===== src/tmr_pkg.sv =====
// Package for the five-channel timer: map, fields, reset values, carriers.
// Assumes a 32-bit AXI4-Lite master and 16-bit channel counters.
package tmr_pkg;
   localparam int NCH = 5;
   localparam int CW  = 16;
   localparam int AW  = 12;
   // Global registers
   localparam logic [AW-1:0] ADDR_RUN    = 12'h000;
   localparam logic [AW-1:0] ADDR_SYNC   = 12'h004;
   localparam logic [AW-1:0] ADDR_PWM    = 12'h008;
   localparam logic [AW-1:0] ADDR_COMBO  = 12'h00C;
   localparam logic [AW-1:0] ADDR_STATUS = 12'h010;
   // Channel c sits at (c+1)*0x20; offsets within it
   localparam logic [4:0] OFF_CTRL = 5'h00;
   localparam logic [4:0] OFF_IO   = 5'h04;
   localparam logic [4:0] OFF_CNT  = 5'h08;
   localparam logic [4:0] OFF_GENA = 5'h0C;
   localparam logic [4:0] OFF_GENB = 5'h10;
   localparam logic [2:0] CH_LAST  = 3'h5;
   // Field positions
   localparam int CTRL_CLR_LSB = 0;
   localparam int CTRL_PS_LSB  = 2;
   localparam int IO_A_LSB     = 0;
   localparam int IO_B_LSB     = 4;
   localparam logic [CW-1:0] GEN_RST = 16'hFFFF;
   // Clear sources
   localparam logic [1:0] CLR_NONE = 2'h0;
   localparam logic [1:0] CLR_A    = 2'h1;
   localparam logic [1:0] CLR_B    = 2'h2;
   localparam logic [1:0] CLR_SYNC = 2'h3;
   // Pin control: bit 2 picks capture; low bits pick edge or output action
   localparam logic [2:0] CAP_BOTH = 3'h6;
   localparam logic [1:0] RESP_OKAY   = 2'h0;
   localparam logic [1:0] RESP_SLVERR = 2'h2;

   typedef enum logic [1:0] {
      CMB_NONE  = 2'h0,
      CMB_RSVD  = 2'h1,
      CMB_COMPL = 2'h2,
      CMB_RSYNC = 2'h3
   } combo_t;

   typedef struct packed {
      logic [AW-1:0] awaddr;
      logic          awvalid;
      logic [31:0]   wdata;
      logic [3:0]    wstrb;
      logic          wvalid;
      logic          bready;
      logic [AW-1:0] araddr;
      logic          arvalid;
      logic          rready;
   } axil_req_t;

   typedef struct packed {
      logic          awready;
      logic          wready;
      logic [1:0]    bresp;
      logic          bvalid;
      logic          arready;
      logic [31:0]   rdata;
      logic [1:0]    rresp;
      logic          rvalid;
   } axil_rsp_t;
endpackage


===== src/tmr_core.sv =====
// Five-channel 16-bit timer with capture, sync, PWM and three-pair modes.
// Assumes pins from outside the aclk domain and an AXI4-Lite master.
`timescale 1ns/1ps

module tmr_core
   import tmr_pkg::*;
(
   // Clock and reset
   input  wire logic           aclk,
   input  wire logic           aresetn,
   // Register bus
   input  wire axil_req_t      bus_req,
   output      axil_rsp_t      bus_rsp,
   // Channel pins
   input  wire logic [NCH-1:0] channel_pin_a_in,
   output      logic [NCH-1:0] channel_pin_a_out,
   output      logic [NCH-1:0] channel_pin_a_oe_n,
   input  wire logic [NCH-1:0] channel_pin_b_in,
   output      logic [NCH-1:0] channel_pin_b_out,
   output      logic [NCH-1:0] channel_pin_b_oe_n,
   output      logic           ch4_inverse_out_a,
   output      logic           ch4_inverse_out_b
);
   typedef struct packed {
      logic                    aw_have;
      logic [AW-1:0]           awaddr;
      logic                    w_have;
      logic [31:0]             wdata;
      logic [3:0]              wstrb;
      logic                    bvalid;
      logic [1:0]              bresp;
      logic                    rvalid;
      logic [31:0]             rdata;
      logic [1:0]              rresp;
      logic [NCH-1:0]          run;
      logic [NCH-1:0]          sync;
      logic [NCH-1:0]          pwm;
      combo_t                  combo;
      logic                    dir;
      logic [2:0]              pair;
      logic [2:0]              presc;
      logic [NCH-1:0][1:0]     clr_src;
      logic [NCH-1:0][1:0]     psel;
      logic [NCH-1:0][2:0]     io_a;
      logic [NCH-1:0][2:0]     io_b;
      logic [NCH-1:0][CW-1:0]  cnt;
      logic [NCH-1:0][CW-1:0]  gen_a;
      logic [NCH-1:0][CW-1:0]  gen_b;
      logic [NCH-1:0]          pa_s1;
      logic [NCH-1:0]          pa_s2;
      logic [NCH-1:0]          pa_d;
      logic [NCH-1:0]          pb_s1;
      logic [NCH-1:0]          pb_s2;
      logic [NCH-1:0]          pb_d;
      logic [NCH-1:0]          pin_a;
      logic [NCH-1:0]          pin_b;
      logic [NCH-1:0]          oe_a_n;
      logic [NCH-1:0]          oe_b_n;
      logic [1:0]              inv;
   } state_t;

   state_t                 s_r;
   state_t                 s_nxt;
   logic [NCH-1:0]         tick;
   logic [NCH-1:0]         cmp_a;
   logic [NCH-1:0]         cmp_b;
   logic [NCH-1:0]         cap_a;
   logic [NCH-1:0]         cap_b;
   logic [NCH-1:0]         own_clr;
   logic [NCH-1:0]         pwm_eff;
   logic [NCH-1:0]         wsel_cnt;
   logic                   sync_clr;
   logic                   preset_go;
   logic                   wr_go;
   logic                   wr_ok;
   logic                   rs;
   logic                   cp;
   logic                   cmb;
   logic [31:0]            wm;
   logic [2:0]             tog;
   logic [2:0][CW-1:0]     pv;

   ////////////////////////////////////////////////////////////////////////////
   // Helpers

   function automatic logic addr_hit(input logic [AW-1:0] a);
      logic ok_off;
      ok_off = (a[4:0] == OFF_CTRL) | (a[4:0] == OFF_IO) | (a[4:0] == OFF_CNT)
             | (a[4:0] == OFF_GENA) | (a[4:0] == OFF_GENB);
      return ok_off & ((a[AW-1:5] == '0)
             | ((a[AW-1:8] == '0) & (a[7:5] != 3'h0) & (a[7:5] <= CH_LAST)));
   endfunction

   function automatic logic [31:0] reg_word(input logic [AW-1:0] a);
      logic [31:0] v;
      logic [2:0]  c;
      v = 32'h0;
      c = a[7:5] - 3'h1;
      if (!addr_hit(a)) begin
         v = 32'h0;
      end else if (a[AW-1:5] == '0) begin
         unique case (a)
            ADDR_RUN:    v[NCH-1:0] = s_r.run;
            ADDR_SYNC:   v[NCH-1:0] = s_r.sync;
            ADDR_PWM:    v[NCH-1:0] = s_r.pwm;
            ADDR_COMBO:  v[1:0] = s_r.combo;
            ADDR_STATUS: v[3:0] = {s_r.dir, s_r.pair};
            default:     v = 32'h0;
         endcase
      end else begin
         unique case (a[4:0])
            OFF_CTRL: v[3:0] = {s_r.psel[c], s_r.clr_src[c]};
            OFF_IO:   v[6:0] = {s_r.io_b[c], 1'b0, s_r.io_a[c]};
            OFF_CNT:  v[CW-1:0] = s_r.cnt[c];
            OFF_GENA: v[CW-1:0] = s_r.gen_a[c];
            OFF_GENB: v[CW-1:0] = s_r.gen_b[c];
            default:  v = 32'h0;
         endcase
      end
      return v;
   endfunction

   function automatic logic [31:0] merge(input logic [31:0] o, input logic [31:0] d,
                                         input logic [3:0] st);
      logic [31:0] r;
      r = o;
      for (int i = 0; i < 4; i++) begin
         if (st[i]) begin
            r[8*i +: 8] = d[8*i +: 8];
         end
      end
      return r;
   endfunction

   function automatic logic edge_hit(input logic [1:0] sel, input logic now,
                                     input logic old);
      return sel[1] ? (now ^ old) : (sel[0] ? (old & ~now) : (now & ~old));
   endfunction

   function automatic logic act(input logic cur, input logic [1:0] code);
      return (code == 2'h1) ? 1'b0 : (code == 2'h2) ? 1'b1 : (code == 2'h3) ? ~cur : cur;
   endfunction

   ////////////////////////////////////////////////////////////////////////////
   // Next state

   always_comb begin
      logic [2:0]    mask;
      logic [CW-1:0] rv;
      logic          rtk;
      logic          clr_now;
      logic [2:0]    cw;
      mask = 3'h0;
      rv = '0;
      rtk = 1'b0;
      clr_now = 1'b0;
      s_nxt = s_r;
      tick = '0;
      cmp_a = '0;
      cmp_b = '0;
      cap_a = '0;
      cap_b = '0;
      own_clr = '0;
      pwm_eff = '0;
      wsel_cnt = '0;
      tog = '0;
      cw = s_r.awaddr[7:5] - 3'h1;
      wr_go = s_r.aw_have & s_r.w_have & ~s_r.bvalid;
      wr_ok = wr_go & addr_hit(s_r.awaddr);
      wm = merge(reg_word(s_r.awaddr), s_r.wdata, s_r.wstrb);
      // Bus slave: address and data taken in either order
      if (!s_r.aw_have && bus_req.awvalid) begin
         s_nxt.aw_have = 1'b1;
         s_nxt.awaddr = bus_req.awaddr;
      end
      if (!s_r.w_have && bus_req.wvalid) begin
         s_nxt.w_have = 1'b1;
         s_nxt.wdata = bus_req.wdata;
         s_nxt.wstrb = bus_req.wstrb;
      end
      if (s_r.bvalid && bus_req.bready) begin
         s_nxt.bvalid = 1'b0;
      end
      if (wr_go) begin
         s_nxt.aw_have = 1'b0;
         s_nxt.w_have = 1'b0;
         s_nxt.bvalid = 1'b1;
         s_nxt.bresp = wr_ok ? RESP_OKAY : RESP_SLVERR;
      end
      if (s_r.rvalid && bus_req.rready) begin
         s_nxt.rvalid = 1'b0;
      end
      if (!s_r.rvalid && bus_req.arvalid) begin
         s_nxt.rvalid = 1'b1;
         s_nxt.rdata = reg_word(bus_req.araddr);
         s_nxt.rresp = addr_hit(bus_req.araddr) ? RESP_OKAY : RESP_SLVERR;
      end
      // Global registers
      if (wr_ok && s_r.awaddr == ADDR_RUN) begin
         s_nxt.run = wm[NCH-1:0];
      end
      if (wr_ok && s_r.awaddr == ADDR_SYNC) begin
         s_nxt.sync = wm[NCH-1:0];
      end
      if (wr_ok && s_r.awaddr == ADDR_PWM) begin
         s_nxt.pwm = wm[NCH-1:0];
      end
      if (wr_ok && s_r.awaddr == ADDR_COMBO) begin
         s_nxt.combo = combo_t'(wm[1:0]);
      end
      // Pin synchronisers and prescaler
      s_nxt.pa_s1 = channel_pin_a_in;
      s_nxt.pa_s2 = s_r.pa_s1;
      s_nxt.pa_d = s_r.pa_s2;
      s_nxt.pb_s1 = channel_pin_b_in;
      s_nxt.pb_s2 = s_r.pb_s1;
      s_nxt.pb_d = s_r.pb_s2;
      s_nxt.presc = s_r.presc + 3'h1;
      rs = (s_r.combo == CMB_RSYNC);
      cp = (s_r.combo == CMB_COMPL);
      cmb = rs | cp;
      // Matches, captures and own clears
      for (int c = 0; c < NCH; c++) begin
         mask = {s_r.psel[c] == 2'h3, s_r.psel[c][1], s_r.psel[c] != 2'h0};
         tick[c] = s_r.run[c] & ((s_r.presc & mask) == mask);
      end
      for (int c = 0; c < NCH; c++) begin
         rv = s_r.cnt[c];
         rtk = tick[c];
         if (cmb && c == 4) begin
            rv = s_r.cnt[3];
            rtk = tick[3];
         end
         pwm_eff[c] = s_r.pwm[c] | (cmb && c >= 3);
         cmp_a[c] = rtk & (rv == s_r.gen_a[c]);
         cmp_b[c] = rtk & (rv == s_r.gen_b[c]);
         cap_a[c] = ~pwm_eff[c] & s_r.io_a[c][2]
                  & edge_hit(s_r.io_a[c][1:0], s_r.pa_s2[c], s_r.pa_d[c]);
         cap_b[c] = ~s_r.pwm[c] & ~(cmb && c >= 3) & s_r.io_b[c][2]
                  & edge_hit(s_r.io_b[c][1:0], s_r.pb_s2[c], s_r.pb_d[c]);
         own_clr[c] = ((s_r.clr_src[c] == CLR_A) & (cmp_a[c] | cap_a[c]))
                    | ((s_r.clr_src[c] == CLR_B) & (cmp_b[c] | cap_b[c]));
         if (cmb && c >= 3) begin
            own_clr[c] = rs && c == 3 && cmp_a[3];
         end
         wsel_cnt[c] = wr_ok & (s_r.awaddr[AW-1:8] == '0) & (cw == 3'(c))
                     & (s_r.awaddr[4:0] == OFF_CNT);
      end
      sync_clr = |(own_clr & s_r.sync);
      preset_go = |(wsel_cnt & s_r.sync);
      // Per-channel state
      for (int c = 0; c < NCH; c++) begin
         clr_now = own_clr[c] | (s_r.sync[c] & (s_r.clr_src[c] == CLR_SYNC)
                 & sync_clr & ~(cmb && c >= 3));
         if ((preset_go && s_r.sync[c]) || wsel_cnt[c]) begin
            s_nxt.cnt[c] = wm[CW-1:0];
         end else if (clr_now) begin
            s_nxt.cnt[c] = '0;
         end else if (tick[c]) begin
            s_nxt.cnt[c] = (cp && c >= 3 && s_r.dir) ? s_r.cnt[c] - 16'h0001
                                                     : s_r.cnt[c] + 16'h0001;
         end
         if (wr_ok && s_r.awaddr[AW-1:8] == '0 && cw == 3'(c)) begin
            unique case (s_r.awaddr[4:0])
               OFF_CTRL: begin
                  s_nxt.clr_src[c] = wm[CTRL_CLR_LSB +: 2];
                  s_nxt.psel[c] = wm[CTRL_PS_LSB +: 2];
               end
               OFF_IO: begin
                  s_nxt.io_a[c] = wm[IO_A_LSB +: 3];
                  s_nxt.io_b[c] = wm[IO_B_LSB +: 3];
               end
               OFF_GENA: s_nxt.gen_a[c] = wm[CW-1:0];
               OFF_GENB: s_nxt.gen_b[c] = wm[CW-1:0];
               default: ;
            endcase
         end
         if (cap_a[c]) begin
            s_nxt.gen_a[c] = s_r.cnt[c];
         end
         if (cap_b[c]) begin
            s_nxt.gen_b[c] = s_r.cnt[c];
         end
         if (s_r.pwm[c]) begin
            if (s_r.gen_a[c] != s_r.gen_b[c]) begin
               if (cmp_a[c]) begin
                  s_nxt.pin_a[c] = 1'b1;
               end else if (cmp_b[c]) begin
                  s_nxt.pin_a[c] = 1'b0;
               end
            end
         end else if (!s_r.io_a[c][2] && cmp_a[c]) begin
            s_nxt.pin_a[c] = act(s_r.pin_a[c], s_r.io_a[c][1:0]);
         end
         if (!s_r.io_b[c][2] && cmp_b[c]) begin
            s_nxt.pin_b[c] = act(s_r.pin_b[c], s_r.io_b[c][1:0]);
         end
         s_nxt.oe_a_n[c] = ~(pwm_eff[c] | (~s_r.io_a[c][2] & (|s_r.io_a[c][1:0])));
         s_nxt.oe_b_n[c] = ~((cmb && c >= 3) | (~s_r.io_b[c][2] & (|s_r.io_b[c][1:0])));
      end
      // Count direction for complementary mode
      if (!cp) begin
         s_nxt.dir = 1'b0;
      end else if (tick[3] && !s_r.dir && s_r.cnt[3] == s_r.gen_a[3]) begin
         s_nxt.dir = 1'b1;
      end else if (tick[4] && s_r.dir && s_r.cnt[4] == '0) begin
         s_nxt.dir = 1'b0;
      end
      // Three output pairs
      pv = {s_r.gen_b[4], s_r.gen_a[4], s_r.gen_b[3]};
      if (rs) begin
         tog = {cmp_b[4], cmp_a[4], cmp_b[3]} ^ {3{cmp_a[3]}};
      end
      if (cp) begin
         for (int k = 0; k < 3; k++) begin
            tog[k] = (tick[3] & (s_r.cnt[3] == pv[k]))
                   | (tick[4] & (s_r.cnt[4] == pv[k]));
         end
      end
      s_nxt.pair = cmb ? (s_r.pair ^ tog) : 3'h0;
      s_nxt.inv = 2'h0;
      if (cmb) begin
         s_nxt.pin_a[3] = s_nxt.pair[0];
         s_nxt.pin_b[3] = ~s_nxt.pair[0];
         s_nxt.pin_a[4] = s_nxt.pair[1];
         s_nxt.inv[0] = ~s_nxt.pair[1];
         s_nxt.pin_b[4] = s_nxt.pair[2];
         s_nxt.inv[1] = ~s_nxt.pair[2];
      end
   end

   always_ff @(posedge aclk) begin
      if (!aresetn) begin
         s_r <= '0;
         s_r.gen_a <= {NCH{GEN_RST}};
         s_r.gen_b <= {NCH{GEN_RST}};
         s_r.oe_a_n <= '1;
         s_r.oe_b_n <= '1;
      end else begin
         s_r <= s_nxt;
      end
   end

   ////////////////////////////////////////////////////////////////////////////
   // Outputs

   assign bus_rsp.awready = ~s_r.aw_have;
   assign bus_rsp.wready = ~s_r.w_have;
   assign bus_rsp.bvalid = s_r.bvalid;
   assign bus_rsp.bresp = s_r.bresp;
   assign bus_rsp.arready = ~s_r.rvalid;
   assign bus_rsp.rvalid = s_r.rvalid;
   assign bus_rsp.rdata = s_r.rdata;
   assign bus_rsp.rresp = s_r.rresp;
   assign channel_pin_a_out = s_r.pin_a;
   assign channel_pin_a_oe_n = s_r.oe_a_n;
   assign channel_pin_b_out = s_r.pin_b;
   assign channel_pin_b_oe_n = s_r.oe_b_n;
   assign ch4_inverse_out_a = s_r.inv[0];
   assign ch4_inverse_out_b = s_r.inv[1];

   ////////////////////////////////////////////////////////////////////////////
   // Checks

   a_cap_both: assert property (
      @(posedge aclk) disable iff (!aresetn)
      (s_r.io_a[2] == CAP_BOTH && !pwm_eff[2] && s_r.pa_s2[2] != s_r.pa_d[2])
      |=> s_r.gen_a[2] == $past(s_r.cnt[2])) else $error("both-edge capture missed");
   a_sync_preset: assert property (
      @(posedge aclk) disable iff (!aresetn)
      (wsel_cnt[0] && s_r.sync[0] && s_r.sync[1])
      |=> s_r.cnt[1] == $past(wm[CW-1:0])) else $error("sync preset not shared");
   a_sync_isolate: assert property (
      @(posedge aclk) disable iff (!aresetn)
      (preset_go && !s_r.sync[2] && !wsel_cnt[2] && !tick[2] && !own_clr[2])
      |=> $stable(s_r.cnt[2])) else $error("unsynced counter disturbed");
   a_sync_clear: assert property (
      @(posedge aclk) disable iff (!aresetn)
      (sync_clr && s_r.sync[1] && s_r.clr_src[1] == CLR_SYNC && !preset_go && !wsel_cnt[1])
      |=> s_r.cnt[1] == '0) else $error("sync clear missed");
   a_pwm_rise: assert property (
      @(posedge aclk) disable iff (!aresetn)
      (s_r.pwm[0] && cmp_a[0] && s_r.gen_a[0] != s_r.gen_b[0])
      |=> s_r.pin_a[0]) else $error("pwm pin not set on A match");
   a_pwm_equal: assert property (
      @(posedge aclk) disable iff (!aresetn)
      (s_r.pwm[0] && s_r.gen_a[0] == s_r.gen_b[0])
      |=> $stable(s_r.pin_a[0])) else $error("pwm pin moved with equal registers");
   a_pwm_drive: assert property (
      @(posedge aclk) disable iff (!aresetn)
      s_r.pwm[0] ##1 s_r.pwm[0] |-> !s_r.oe_a_n[0] && !cap_a[0])
      else $error("pwm pin not driven");
   a_rs_clear: assert property (
      @(posedge aclk) disable iff (!aresetn)
      (rs && cmp_a[3] && !wsel_cnt[3] && !preset_go)
      |=> s_r.cnt[3] == '0) else $error("reset-sync clear missed");
   a_rs_toggle: assert property (
      @(posedge aclk) disable iff (!aresetn)
      (rs && cmp_b[3] && !cmp_a[3])
      |=> s_r.pair[0] != $past(s_r.pair[0])) else $error("pair did not toggle");
   a_pair_inverse: assert property (
      @(posedge aclk) disable iff (!aresetn)
      $past(cmb) |-> (s_r.pin_b[3] == ~s_r.pin_a[3] && s_r.inv[0] == ~s_r.pin_a[4]
                      && s_r.inv[1] == ~s_r.pin_b[4])) else $error("pair not inverse");
   a_compl_down: assert property (
      @(posedge aclk) disable iff (!aresetn)
      (cp && tick[3] && !s_r.dir && s_r.cnt[3] == s_r.gen_a[3])
      |=> s_r.dir) else $error("no turn to down count");
   a_match_late: assert property (
      @(posedge aclk) disable iff (!aresetn)
      (!pwm_eff[0] && !s_r.pwm[0] && !tick[0])
      |=> $stable(s_r.pin_a[0])) else $error("pin moved without count");
endmodule


===== config.mk =====
export PLATFORM = sky130hd
export DESIGN_NAME = tmr_core
export DESIGN_NICKNAME = d
export VERILOG_FILES = /design/src/tmr_pkg.sv /design/src/tmr_core.sv
export SDC_FILE = /design/constraint.sdc
export NUM_CORES = 2
export LEC_CHECK = 0
export BUFFER_PORTS_ARGS = -buffer_cell sky130_fd_sc_hd__buf_2
export CAP_MARGIN = 40
export CELL_PAD_IN_SITES_DETAIL_PLACEMENT = 1
export CELL_PAD_IN_SITES_GLOBAL_PLACEMENT = 2
export CORE_MARGIN = 2
export CORE_UTILIZATION = 39
export CTS_CLUSTER_DIAMETER = 120
export DETAILED_ROUTE_END_ITERATION = 8
export PLACE_DENSITY_LB_ADDON = 0.25
export SLEW_MARGIN = 20
export SYNTH_ARGS = -nofsm -noshare
export SYNTH_HDL_FRONTEND = slang
export SYNTH_SLANG_ARGS = --single-unit

===== constraint.sdc =====
create_clock -name aclk -period 6.64 [get_ports aclk]
set_input_delay 0.664 -clock aclk [delete_from_list [all_inputs] [get_ports aclk]]
set_output_delay 0.664 -clock aclk [all_outputs]
set_load 0.005 [all_outputs]

==> results.cfg <==
[status]
status = complete, no violations

[synth]
netlist_area_mm2 = 0.0302
synthFlopType = dfxtp_1
seq_area_frac_synth_pct = 27.7
synthTopCellsByCount = dfxtp_1 (418), nand2_1 (393), nor2_1 (350)
yosys_register_bits = 418
syn_avg_cell_area_um2 = 8.24
synthArstFlopShare_pct = 0
yosysTopAreaCell = dfxtp_1
yosys.cell_count.top_type = dfxtp_1
yosysTopAreaCellShare_pct = 27.7
synth_edf_count = 0
synth_area_leaders = dfxtp_1 (28%), mux4_2 (8.6%), xnor2_1 (5.6%)
synth_cells = 3669
yosysUniqueCellTypes = 101
ys_warn_count = 0

[worst_setup_path]
cp_max_fo = 15
worstSetupPathType = flop to flop
worst_ep_required_time_ns = 7.18
crit_chain = nand2_1 -> a21boi_0 -> nor3b_1 -> o2111ai_1 -> o32ai_1 -> o21bai_1 -> a21oi_1 -> or2_1 -> a31oi_1 -> o221a_2
r2r_slack_ns = 1.89
endpoint_kind = flop
critical_path.slowest_cell = dfxtp_1
critPathArrivalTime_ns = 5.29
slowest_delay_ns = 0.65
start_kind = flop
r2r_cells = 10

[floorplanning]
rows = 102
die_h_um = 282
design.core.area_mm2 = 0.0771
io_pins = 140
die_w_um = 282
die-area_mm2 = 0.0798
initial_core_util_pct = 39.2

[routing]
first_pass_iters = 6
ant_nets = 0
vias = 29900
drcViolationCount = 0
vias_per_cell = 6.45
drt_iter0_drc = 2986
wl_um = 146000
avgRoutedWirePerCell_um = 31.4

[clock_network]
cts-htree-levels = 2
cts_resized = 0
post_cts_buffers = 0
clk_pin_slew_ns = 0.06
cts_buffers = 52
ctsHoldBuffers = 0
clock_sinks = 418
cts-root-buf = clkbuf_16
clkLatencyLatePin_ns = 0.65
cts_tree = yes
cts_buffer_depth = 3

[power]
p_int_mw = 4.40
power.switching_mw = 1.71
pwr-share-comb_pct = 9.1
seqPwrFrac_pct = 42.0
p_total_mw = 6.11
peakVddDrop_mv = 0.233
leakage_nw = 11.9
p_clk_share_pct = 48.9
p_per_area_mw_per_mm2 = 183
swShare_pct = 28.0

[timing]
fmax_mhz = 211
timing.hold.ws_ns = 0.227
rsz0062_at_grt = no
fin_worst_skew_ns = 0.0280
fin_tns_setup_ns = 0
fin_crit_ns = 4.75
tightest_slew_ns = 0.917
finalCritPeriodShare_pct = 71.5
relSlewSlack_pct = 38.9
report.final.hold_viol_count = 0
worst_slack_ns = 1.89
setup-violations-final = 0
slew_viol_final = 0

[placed_design]
postPlaceCellArea_mm2 = 0.0314
io_buffers = 103
dp_hpwl_um = 109000
post-place-ws_ns = 2.07
place.gp.congestion = 1.01
post-place-cells = 4520

[finish]
fin_cells = 4630
area_growth_pct = 10.2
drive_above_1_share_pct = 14.1
nNetsFinal = 3691
finalInstanceArea_mm2 = 0.0333
utilization_pct = 43.2

[global_route]
antenna_found_initial = 5
grt_overflow = 0
grt_first_pass_wirelength_um = 208000
first_global_vias = 29600
grt_max_degree = 74
track_usage_pct = 35.9

[run]
drv_cap = 0

[min_path]
hold_depth = 2
hp-class = primary input to flop
layout make-up:
| type | count | area [µm²] |
|---|---|---|
| clock buffer | 72 | 1490 |
| timing repair buffer | 230 | 1660 |
| sequential | 418 | 8370 |
| antenna | 3 | 7.51 |
| inverter | 69 | 264 |
| multi-input combinational | 2772 | 20000 |
| tap | 1040 | 1300 |
| clock inverter | 26 | 283 |
| fill | 9107 | 43800 |
worst max-delay path: cells and delay by family (launching register included):
kind,cells,cell delay (ns)
simple gates,3,1.68
compound gates,7,2.32
flops,1,0.65
placed cells by master, fill, tap and decap left out, types with 12 or more instances in the layout:
cell / n
dfxtp_1: 416
nand2_1: 393
nor2_1: 346
a21oi_1: 258
xnor2_1: 193
xor2_1: 162
mux2i_1: 121
o211ai_1: 120
mux4_2: 116
buf_4: 106
buf_2: 102
a211oi_1: 83
nand3_1: 70
nor3_1: 70
inv_1: 68
ha_1: 67
nor4_1: 57
a22oi_1: 57
and3_1: 56
o21ai_0: 56
nand4_1: 54
clkbuf_16: 52
o22ai_1: 46
and2_1: 38
a22o_1: 26
a222oi_1: 25
nor2b_1: 21
a2bb2oi_1: 18
conb_1: 18
a31oi_1: 17
nand2b_1: 15
mux2_2: 14
nand3b_1: 14
o211a_1: 14
clkinv_2: 14
a21o_1: 12
clkbuf_8: 12
power by group through the flow:
stage	Combinational [mW]	Sequential, mW	Clock (mW)
floorplan	0.334	2.60	0
global placement	0.510	2.62	0
detailed placement	0.534	2.62	0
CTS	0.535	2.56	3.03
global route	0.579	2.57	3.13
finish	0.554	2.57	2.99
final timing paths:
check / to / start
max reg2reg: s_r[246]$_SDFFE_PN0P_ / s_r[342]$_SDFF_PN0_
min reg2reg: s_nxt[24]$_SDFF_PN0_ / s_nxt[29]$_SDFF_PN0_
min: s_nxt[44]$_SDFF_PN0_ / channel_pin_a_in[2]
max: s_r[246]$_SDFFE_PN0P_ / s_r[342]$_SDFF_PN0_
sequential cells by signal, summed over array words and instances (netlist names):
name and flops:
ch4_inverse_out_a 1, channel_pin_a_out 5, s_r 305, bus_rsp 20, channel_pin_b_oe_n 5, pwm_eff 3, channel_pin_b_out 5, s_nxt 20
pv 48, ch4_inverse_out_b 1, channel_pin_a_oe_n 5
cell families after synthesis:
group                      share of synthesized area [%]
and+or+nand+nor                                     18.2
other                                             0.0124
adders and majority gates                           3.09
DFF                                                 27.7
AOI/OAI and AO/OA                                   20.3
xor gates and xnor gates                            10.3
buffers and inverters                               7.14
muxes                                               13.3
per-layer routing:
metal / vias up / wire (µm) / global-route usage, %
li1: 12900 / - / -
met1: 15200 / 60500 / 47.9
met2: 1405 / 65200 / 56.2
met3: 349 / 12100 / 5.72
met4: 0 / 7860 / 17.7
met5: - / 0 / 0
Power figures use the tool's default switching activity.
